--- config.mk ---
export PLATFORM = sky130hd
export DESIGN_NAME = spt_top
export DESIGN_NICKNAME = d
export VERILOG_FILES = /design/src/rtl/spt_pkg.sv /design/src/rtl/spt_top.sv
export SDC_FILE = /design/constraint.sdc
export NUM_CORES = 1
export LEC_CHECK = 0
export BUFFER_PORTS_ARGS = -buffer_cell sky130_fd_sc_hd__buf_4
export CAP_MARGIN = 10
export CORE_ASPECT_RATIO = 2
export CORE_MARGIN = 4
export CORE_UTILIZATION = 54
export DETAILED_ROUTE_END_ITERATION = 12
export PLACE_DENSITY = 0.78
export SLEW_MARGIN = 30
export SYNTH_ARGS = -nofsm -noshare
export SYNTH_HDL_FRONTEND = slang
export SYNTH_SLANG_ARGS = --single-unit
--- constraint.sdc ---
create_clock -name aclk -period 2.31 [get_ports aclk]
set_input_delay 0.231 -clock aclk [delete_from_list [all_inputs] [get_ports aclk]]
set_output_delay 0.231 -clock aclk [all_outputs]
set_load 0.02 [all_outputs]
--- src/rtl/spt_pkg.sv ---
// Constants, register map and state types of the self polling timer block.
package spt_pkg;
	// Register indices; byte address is four times the index.
	localparam logic [6:0] IX_MODE = 7'h02;
	localparam logic [6:0] IX_CTRL = 7'h03;
	localparam logic [6:0] IX_STAT = 7'h04;
	localparam logic [6:0] IX_MASK = 7'h05;
	localparam logic [6:0] IX_CHAN = 7'h06;
	localparam logic [6:0] IX_PCTL = 7'h07;
	localparam logic [6:0] IX_RTV = 7'h08;
	localparam logic [6:0] IX_OFFL = 7'h09;
	localparam logic [6:0] IX_OFFH = 7'h0A;
	localparam logic [6:0] IX_AP = 7'h0B;
	localparam logic [6:0] IX_IP = 7'h0C;
	localparam logic [6:0] IX_SN0 = 7'h0E;
	localparam logic [6:0] IX_SN1 = 7'h0F;
	localparam logic [6:0] IX_SN2 = 7'h10;
	localparam logic [6:0] IX_ONAL = 7'h1F;
	localparam logic [6:0] IX_ONAH = 7'h20;
	localparam logic [6:0] IX_ONBL = 7'h40;
	localparam logic [6:0] IX_ONBH = 7'h41;
	// Reset values.
	localparam logic [7:0] RST_STAT = 8'hFF;
	localparam logic [7:0] RST_RTV = 8'h01;
	localparam logic [7:0] RST_OFFL = 8'h07;
	localparam logic [4:0] RST_AP = 5'h01;
	localparam logic [7:0] RST_IP = 8'h01;
	localparam logic [7:0] RST_ONL = 8'h01;
	// Field positions.
	localparam int B_SPEN = 0;
	localparam int B_DUAL = 2;
	localparam int B_POL = 5;
	localparam int B_PERM = 3;
	localparam int B_AIEN = 2;
	// Behaviour select codes, timing and bus response codes.
	localparam logic [1:0] SEL_FFB = 2'h1;
	localparam logic [1:0] SEL_MIX = 2'h2;
	localparam logic [5:0] PRE_LAST = 6'h3F;
	localparam logic [1:0] RESP_OK = 2'h0;
	localparam logic [1:0] RESP_ERR = 2'h2;

	typedef enum logic [1:0] {ST_IDLE, ST_ON, ST_OFF, ST_RUN} spt_state_e;

	typedef struct packed {
		logic awready;
		logic wready;
		logic arready;
		logic aw_hold;
		logic [6:0] aw_idx;
		logic aw_ok;
		logic w_hold;
		logic [7:0] w_data;
		logic w_en;
		logic bvalid;
		logic [1:0] bresp;
		logic rvalid;
		logic [7:0] rdata;
		logic [1:0] rresp;
		logic [1:0] mode;
		logic pol;
		logic [7:0] status;
		logic [7:0] mask;
		logic [1:0] chan;
		logic [3:0] pctl;
		logic [7:0] rtv;
		logic [13:0] off;
		logic [4:0] ap;
		logic [7:0] ip;
		logic [13:0] on_a;
		logic [13:0] on_b;
		spt_state_e st;
		logic cfg_b;
		logic [5:0] pre;
		logic [7:0] refc;
		logic [13:0] tcnt;
		logic [7:0] aic;
		logic idle;
		logic irq_pin;
		logic rx_on;
		logic search;
		logic fastfb;
	} spt_s;
endpackage : spt_pkg

--- src/rtl/spt_top.sv ---
// Self polling timing, wake channel report and interrupt mask block.
//--------------------------------------------------------------------
//--------------------------------------------------------------------
//
// Decided for this implementation: the AXI4-Lite interface to the registers.
`timescale 1ns/1ns

module spt_top import spt_pkg::*; #(
	parameter logic [23:0] SERIAL_NUMBER = 24'h5A3C96 // Arbitrary value.
) (
	// Clock and reset.
	input wire logic aclk,
	input wire logic aresetn,
	// AXI4-Lite write.
	input wire logic [11:0] awaddr,
	input wire logic awvalid,
	output logic awready,
	input wire logic [31:0] wdata,
	input wire logic [3:0] wstrb,
	input wire logic wvalid,
	output logic wready,
	output logic [1:0] bresp,
	output logic bvalid,
	input wire logic bready,
	// AXI4-Lite read.
	input wire logic [11:0] araddr,
	input wire logic arvalid,
	output logic arready,
	output logic [31:0] rdata,
	output logic [1:0] rresp,
	output logic rvalid,
	input wire logic rready,
	// Receiver events and wake report.
	input wire logic [7:0] events,
	input wire logic wake_found,
	input wire logic [1:0] wake_chan,
	// Outputs.
	output logic interrupt_out_pin,
	output logic rx_on,
	output logic wake_search,
	output logic fast_fallback,
	output logic active_config_b
);

	//----------------------------------------------------------------
	// Helper functions
	//----------------------------------------------------------------

	// A register index is mapped when it names a known register.
	function automatic logic mapped(input logic [11:0] a);
		logic [6:0] ix;
		ix = a[8:2];
		mapped = (a[11:9] == 3'h0) && (a[1:0] == 2'h0) &&
			(ix inside {IX_MODE, IX_CTRL, IX_STAT, IX_MASK, IX_CHAN,
			IX_PCTL, IX_RTV, IX_OFFL, IX_OFFH, IX_AP, IX_IP, IX_SN0,
			IX_SN1, IX_SN2, IX_ONAL, IX_ONAH, IX_ONBL, IX_ONBH});
	endfunction : mapped

	// Reload value of the on-time for the chosen configuration.
	function automatic logic [13:0] on_load(input spt_s s, input logic b);
		on_load = (b ? s.on_b : s.on_a) - 14'h0001;
	endfunction : on_load

	//----------------------------------------------------------------
	// State
	//----------------------------------------------------------------

	spt_s q;
	spt_s d;
	logic pre_tick;
	logic rt;
	logic [6:0] ar_ix;
	logic [7:0] rmux;
	logic spen;

	assign pre_tick = (q.pre == PRE_LAST);
	assign rt = pre_tick && (q.refc == 8'h00);
	assign ar_ix = araddr[8:2];
	assign spen = q.mode[B_SPEN];

	// Read data mux; write-only settings read back as stored.
	always_comb
	begin
		rmux = 8'h00;
		case (ar_ix)
			IX_MODE: rmux = {5'h00, q.mode[1], 1'b0, q.mode[0]};
			IX_CTRL: rmux = {2'h0, q.pol, 5'h00};
			IX_STAT: rmux = q.status;
			IX_MASK: rmux = q.mask;
			IX_CHAN: rmux = {6'h00, q.chan};
			IX_PCTL: rmux = {4'h0, q.pctl};
			IX_RTV: rmux = q.rtv;
			IX_OFFL: rmux = q.off[7:0];
			IX_OFFH: rmux = {2'h0, q.off[13:8]};
			IX_AP: rmux = {3'h0, q.ap};
			IX_IP: rmux = q.ip;
			IX_SN0: rmux = SERIAL_NUMBER[7:0];
			IX_SN1: rmux = SERIAL_NUMBER[15:8];
			IX_SN2: rmux = SERIAL_NUMBER[23:16];
			IX_ONAL: rmux = q.on_a[7:0];
			IX_ONAH: rmux = {2'h0, q.on_a[13:8]};
			IX_ONBL: rmux = q.on_b[7:0];
			IX_ONBH: rmux = {2'h0, q.on_b[13:8]};
			default: rmux = 8'h00;
		endcase
	end

	//----------------------------------------------------------------
	// Next state
	//----------------------------------------------------------------

	// Bus slave, registers, status flags and the poll sequencer.
	always_comb
	begin
		logic [7:0] rclr;
		rclr = 8'h00;
		d = q;
		// Address and data are taken in either order and held.
		if (awvalid && q.awready)
		begin
			d.aw_hold = 1'b1;
			d.aw_idx = awaddr[8:2];
			d.aw_ok = mapped(awaddr);
		end
		if (wvalid && q.wready)
		begin
			d.w_hold = 1'b1;
			d.w_data = wdata[7:0];
			d.w_en = wstrb[0];
		end
		if (bvalid && bready)
			d.bvalid = 1'b0;
		if (q.aw_hold && q.w_hold && !q.bvalid)
		begin
			d.aw_hold = 1'b0;
			d.w_hold = 1'b0;
			d.bvalid = 1'b1;
			d.bresp = q.aw_ok ? RESP_OK : RESP_ERR;
			if (q.aw_ok && q.w_en)
			begin
				case (q.aw_idx)
					IX_MODE: d.mode = {q.w_data[B_DUAL], q.w_data[B_SPEN]};
					IX_CTRL: d.pol = q.w_data[B_POL];
					IX_MASK: d.mask = q.w_data;
					IX_PCTL: d.pctl = q.w_data[3:0];
					IX_RTV: d.rtv = q.w_data;
					IX_OFFL: d.off[7:0] = q.w_data;
					IX_OFFH: d.off[13:8] = q.w_data[5:0];
					IX_AP: d.ap = q.w_data[4:0];
					IX_IP: d.ip = q.w_data;
					IX_ONAL: d.on_a[7:0] = q.w_data;
					IX_ONAH: d.on_a[13:8] = q.w_data[5:0];
					IX_ONBL: d.on_b[7:0] = q.w_data;
					IX_ONBH: d.on_b[13:8] = q.w_data[5:0];
					default: d.mode = q.mode;
				endcase
			end
		end
		// Reads answer one cycle after the address is taken.
		if (rvalid && rready)
			d.rvalid = 1'b0;
		if (arvalid && q.arready)
		begin
			d.rvalid = 1'b1;
			d.rdata = rmux;
			d.rresp = mapped(araddr) ? RESP_OK : RESP_ERR;
			if (mapped(araddr) && ar_ix == IX_STAT)
				rclr = q.status;
		end
		// A new event wins over a read clear in the same cycle.
		d.status = (q.status & ~rclr) | events;
		// Reference prescaler and divider run only while polling.
		if (q.st == ST_ON || q.st == ST_OFF)
		begin
			d.pre = q.pre + 6'h01;
			if (pre_tick)
				d.refc = (q.refc == 8'h00) ? q.rtv - 8'h01 : q.refc - 8'h01;
		end
		case (q.st)
			ST_IDLE:
			begin
				if (spen)
				begin
					d.st = ST_ON;
					d.cfg_b = 1'b0;
					d.pre = 6'h00;
					d.refc = q.rtv - 8'h01;
					d.tcnt = on_load(q, 1'b0);
					d.idle = 1'b0;
					d.aic = (q.ap == 5'h00) ? 8'hFF : {3'h0, q.ap - 5'h01};
				end
			end
			ST_ON:
			begin
				if (wake_found)
				begin
					d.st = ST_RUN;
					d.chan = wake_chan;
				end
				else if (rt)
				begin
					if (q.tcnt == 14'h0000)
					begin
						d.st = ST_OFF;
						d.tcnt = q.off - 14'h0001;
					end
					else
						d.tcnt = q.tcnt - 14'h0001;
					if (q.pctl[B_AIEN])
					begin
						if (q.aic == 8'h00)
						begin
							d.idle = !q.idle;
							if (q.idle)
								d.aic = (q.ap == 5'h00) ? 8'hFF : {3'h0, q.ap - 5'h01};
							else
								d.aic = q.ip - 8'h01;
						end
						else
							d.aic = q.aic - 8'h01;
					end
				end
			end
			ST_OFF:
			begin
				if (rt && q.tcnt == 14'h0000)
				begin
					d.st = ST_ON;
					d.cfg_b = q.mode[1] && !q.cfg_b;
					d.tcnt = on_load(q, q.mode[1] && !q.cfg_b);
					d.idle = 1'b0;
					d.aic = (q.ap == 5'h00) ? 8'hFF : {3'h0, q.ap - 5'h01};
				end
				else if (rt)
					d.tcnt = q.tcnt - 14'h0001;
			end
			ST_RUN:
				d.st = ST_RUN;
			default:
				d.st = ST_IDLE;
		endcase
		// Leaving self polling stops everything; counts restart on entry.
		if (!spen)
			d.st = ST_IDLE;
		// Registered outputs.
		d.awready = !d.aw_hold && !d.bvalid;
		d.wready = !d.w_hold && !d.bvalid;
		d.arready = !d.rvalid;
		d.irq_pin = q.pol ~^ (|(q.status & ~q.mask));
		d.rx_on = (d.st == ST_RUN) ||
			(d.st == ST_ON && !(d.pctl[B_AIEN] && d.idle));
		d.search = (d.st == ST_ON) &&
			(d.pctl[B_PERM] || !(d.pctl[B_AIEN] && d.idle));
		d.fastfb = (d.pctl[1:0] == SEL_FFB) ||
			(d.pctl[1:0] == SEL_MIX && d.cfg_b);
	end

	//----------------------------------------------------------------
	// Registers
	//----------------------------------------------------------------

	// Synchronous reset; all flags read as set after any reset.
	always_ff @(posedge aclk)
	begin
		if (!aresetn)
		begin
			q <= '0;
			q.st <= ST_IDLE;
			q.status <= RST_STAT;
			q.rtv <= RST_RTV;
			q.off <= {6'h00, RST_OFFL};
			q.ap <= RST_AP;
			q.ip <= RST_IP;
			q.on_a <= {6'h00, RST_ONL};
			q.on_b <= {6'h00, RST_ONL};
			q.irq_pin <= 1'b1;
		end
		else
			q <= d;
	end

	assign awready = q.awready;
	assign wready = q.wready;
	assign bvalid = q.bvalid;
	assign bresp = q.bresp;
	assign arready = q.arready;
	assign rvalid = q.rvalid;
	assign rdata = {24'h000000, q.rdata};
	assign rresp = q.rresp;
	assign interrupt_out_pin = q.irq_pin;
	assign rx_on = q.rx_on;
	assign wake_search = q.search;
	assign fast_fallback = q.fastfb;
	assign active_config_b = q.cfg_b;
endmodule : spt_top

==> run summary <==
sw frac - 26.2%
n_diodes - 0
worst stage delay on the critical path - 0.42 ns
Num CTS Buffers - 17
clock power share - 47.8%
Yosys reg bits - 166
later-pin clock latency in the skew report - 0.44 ns
CP top delay family - simple AND/OR/NAND/NOR gates
outcome - finished, final reports clean
Design Power - 6530 uW
GRT overflow - 0
Reg area - 3330 um^2
Critical Path Sink - q[23]
Gate power share - 7.3%
GR Util All Layers - 34.8%
WP data required - 2.64 ns
NumNets Final - 1578
Critical Path Source Type - register
Tcrit/Tclk final - 97.3%
H-tree Lvls - 4
HP Class - in2reg
DRC - 0
Synth Area in XOR/XNOR - 5.14%
final hold violation count - 0
power density over the cells - 508 nW/um^2
Initial DRT Pass Iterations - 5
most common cell after layout, fill and taps aside - buf_4
Avg Inst Size Synth - 7.85 um^2
crit path max fanout - 8
placed cell areas - 11900 um^2
sequential power share - 44.9%
async set-reset flop share out of synthesis - 0%
leakage power - 0.00537 uW
sw power - 1710 uW
vias per inst - 6.19
largest family of logic cells by synthesized area - simple AND/OR/NAND/NOR gates
Hold Slack - 0.0346 ns
# rows - 71
Die Y-Extent - 203 um
post-synth cell types - 78
post-synthesis mux area share - 7.71%
Die Area - 21400 um^2
CTS tree - built
worst-case vdd ir drop - 0.496 mV
crit end category - register
Max-slew headroom - 48.1%
initial antenna violation count - 0
Worst R2R End - q[23]
crit path cell chain - inv_4, ha_4, or3b_4, nor4_4, buf_4, a221oi_4, nor2_2, buf_6, o211ai_1, o221a_2
post-synthesis simple-gate area fraction - 26.3%
CTS clk-pin slew, worst paths - 0.07 ns
Layout area overhead - 25.6%
io pins - 124
dpl cells - 1706
Final setup viols - 0
CTS Sinks - 166
Cell Area, Synth - 10200 um^2
number of cells in the finished layout apart from fillers - 1751
GP Congestion - 1.02
sequential area share after synthesis - 32.5%
crit path from - q[27]
Crit path depth - 10
adder-cell share of the synthesized area - 2.08%
f_max - 0.445 GHz
Die Wd - 105 um
Synth Area in Compound Gates - 19.2%
routed vias - 10800
Mapped Cells - 1303
Fillers - 1570
Critical Path AT - 2.58 ns
Reg2Reg Launch Point - q[27]
crit path time final - 2.25 ns
first-pass GRT wire length - 57800 um
Core Region - 18700 um^2
Multi-input gate area - 6450 um^2
post-route ant nets - 0
Int Pwr - 4820 uW
Top FF cell, synth - dfxtp_1
Post-synth EDFFs - 0
crit path buf inv count - 3
per-cell routed wire length - 21.6 um
commonest cells after routing, fill and taps aside - buf_4 (230), nand2_1 (162), dfxtp_1 (162)
Slew @ Worst Pin - 0.778 ns
pins over their slew limit - 0
count of input and output buffers - 70
setup slack, reg-to-reg - 0.06 ns
finished layout cell area - 12900 um^2
Max Buffers Root-to-Sink - 2
min-delay src - wdata[4]
Max Clock Skew - 0.00865 ns
drt total wl - 37900 um
HPWL Detailed - 28900 um
share of post-route cells with drive strength above 1 - 22.7%
CTS Root Cell - clkbuf_16
max-cap violation count - 0
Yosys Warn Count - 0
FF-to-FF path depth - 10
CP max stage cell - or3b_4
Initial Util - 54.6%
vias in the first global route - 10600
CP Class - reg2reg
Starting DRT DRC Count - 812
largest net degree at the start of global routing - 84
[power by group through the flow]
stage          Combinational [uW]  Sequential [uW]  Clock (uW)
3_5_place_dp                  453             3000           0
6_report                      476             2930        3120
4_1_cts                       466             2930        3150
2_1_floorplan                 272             2980           0
5_1_grt                       502             2930        3250
3_3_place_gp                  450             3000           0
[layout make-up]
cell class	count	area share [%]
Timing Repair Buffer	250	15.4
Inverter	37	1.11
Multi-Input combinational cell	1011	50.2
Tap cell	255	2.48
Sequential cell	166	25.9
Clock inverter	15	1.65
Clock buffer	17	3.31
[state kept, by name, summed over array words and instances (netlist names)]
| signal | cells |
|---|---|
| active_config_b | 1 |
| arready | 1 |
| awready | 1 |
| bresp | 1 |
| bvalid | 1 |
| fast_fallback | 1 |
| interrupt_out_pin | 1 |
| q | 146 |
| rdata | 8 |
| rresp | 1 |
| rvalid | 1 |
| rx_on | 1 |
| wake_search | 1 |
| wready | 1 |
[worst min-delay path: stages]
cell	delay (ns)
buf_4	0.11
nand2_1	0.05
a21oi_1	0.05
[kinds of logic after synthesis]
group	after synthesis
AOI/OAI and AO/OA	298
xor gates and xnor gates	60
adders and majority gates	17
buffers and inverters	151
DFF	166
muxes	78
other	1
and+or+nand+nor	532
[how the worst min path moves through the flow]
stage	cells past startpoint	endpoint	slack, ns
finish	3	q[151]	0.03
global route	3	q[148]	0.05
CTS	3	q[150]	0.02
detailed placement	2	q[126]	0.42
global placement	2	q[126]	0.41
floorplan	1	q[121]	0.33
[per-stage QoR]
| stage | TNS, ns | utilization, % | setup WS [ns] |
|---|---|---|---|
| 2_1_floorplan | -0.106 | - | -0.0815 |
| 3_3_place_gp | -1.11 | 63.6 | -0.136 |
| 3_5_place_dp | -3.27 | 63.6 | -0.167 |
| 4_1_cts | -0.00594 | 67.7 | -0.00594 |
| 5_1_grt | -0.272 | 68.6 | -0.0571 |
| 6_report | 0 | 68.6 | 0.0621 |
[synth_stat cells, types with 6 or more instances]
cell type	instances	area share [%]
o21ai_0	59	2.9
or3_1	17	1.0
and2_1	8	0.49
o31ai_1	6	0.44
o22ai_1	15	0.92
a22o_1	7	0.60
nand2_1	163	6.0
nand3b_1	8	0.59
nor3b_1	9	0.66
nand4_1	7	0.43
dfxtp_1	166	32
a22oi_1	15	1.1
xnor2_1	27	2.3
nand4b_1	7	0.60
nor2_1	120	4.4
mux2i_1	71	6.9
a211oi_1	14	1.0
inv_1	37	1.4
a21oi_1	80	3.9
nand2b_1	11	0.67
mux2_2	7	0.77
nor3_1	41	2.0
o211ai_1	9	0.66
or4_1	15	1.1
a211o_1	10	0.86
xor2_1	33	2.8
clkbuf_1	60	2.2
buf_2	10	0.49
ha_1	17	2.1
a31oi_1	22	1.3
buf_4	36	2.6
nor4_1	19	1.2
nor2b_1	11	0.67
nand3_1	61	3.0
buf_1	6	0.22
[layer usage]
layer / track usage, % / part of all wire [%] / vias up
met5: 0 / 0 / -
met4: 30.4 / 11 / 0
met3: 5.57 / 5.5 / 221
met2: 61.9 / 50 / 501
met1: 34.3 / 34 / 5106
li1: - / - / 5014
[what timing repair did]
action,4_1_cts,5_1_grt
resized for setup,11,38
pin swaps,3,10
endpoints found under the hold margin,8,0
cloned,0,1
endpoints found under the setup margin,27,31
buffers inserted,1,3
hold buffers,8,0
Power figures use the tool's default switching activity.
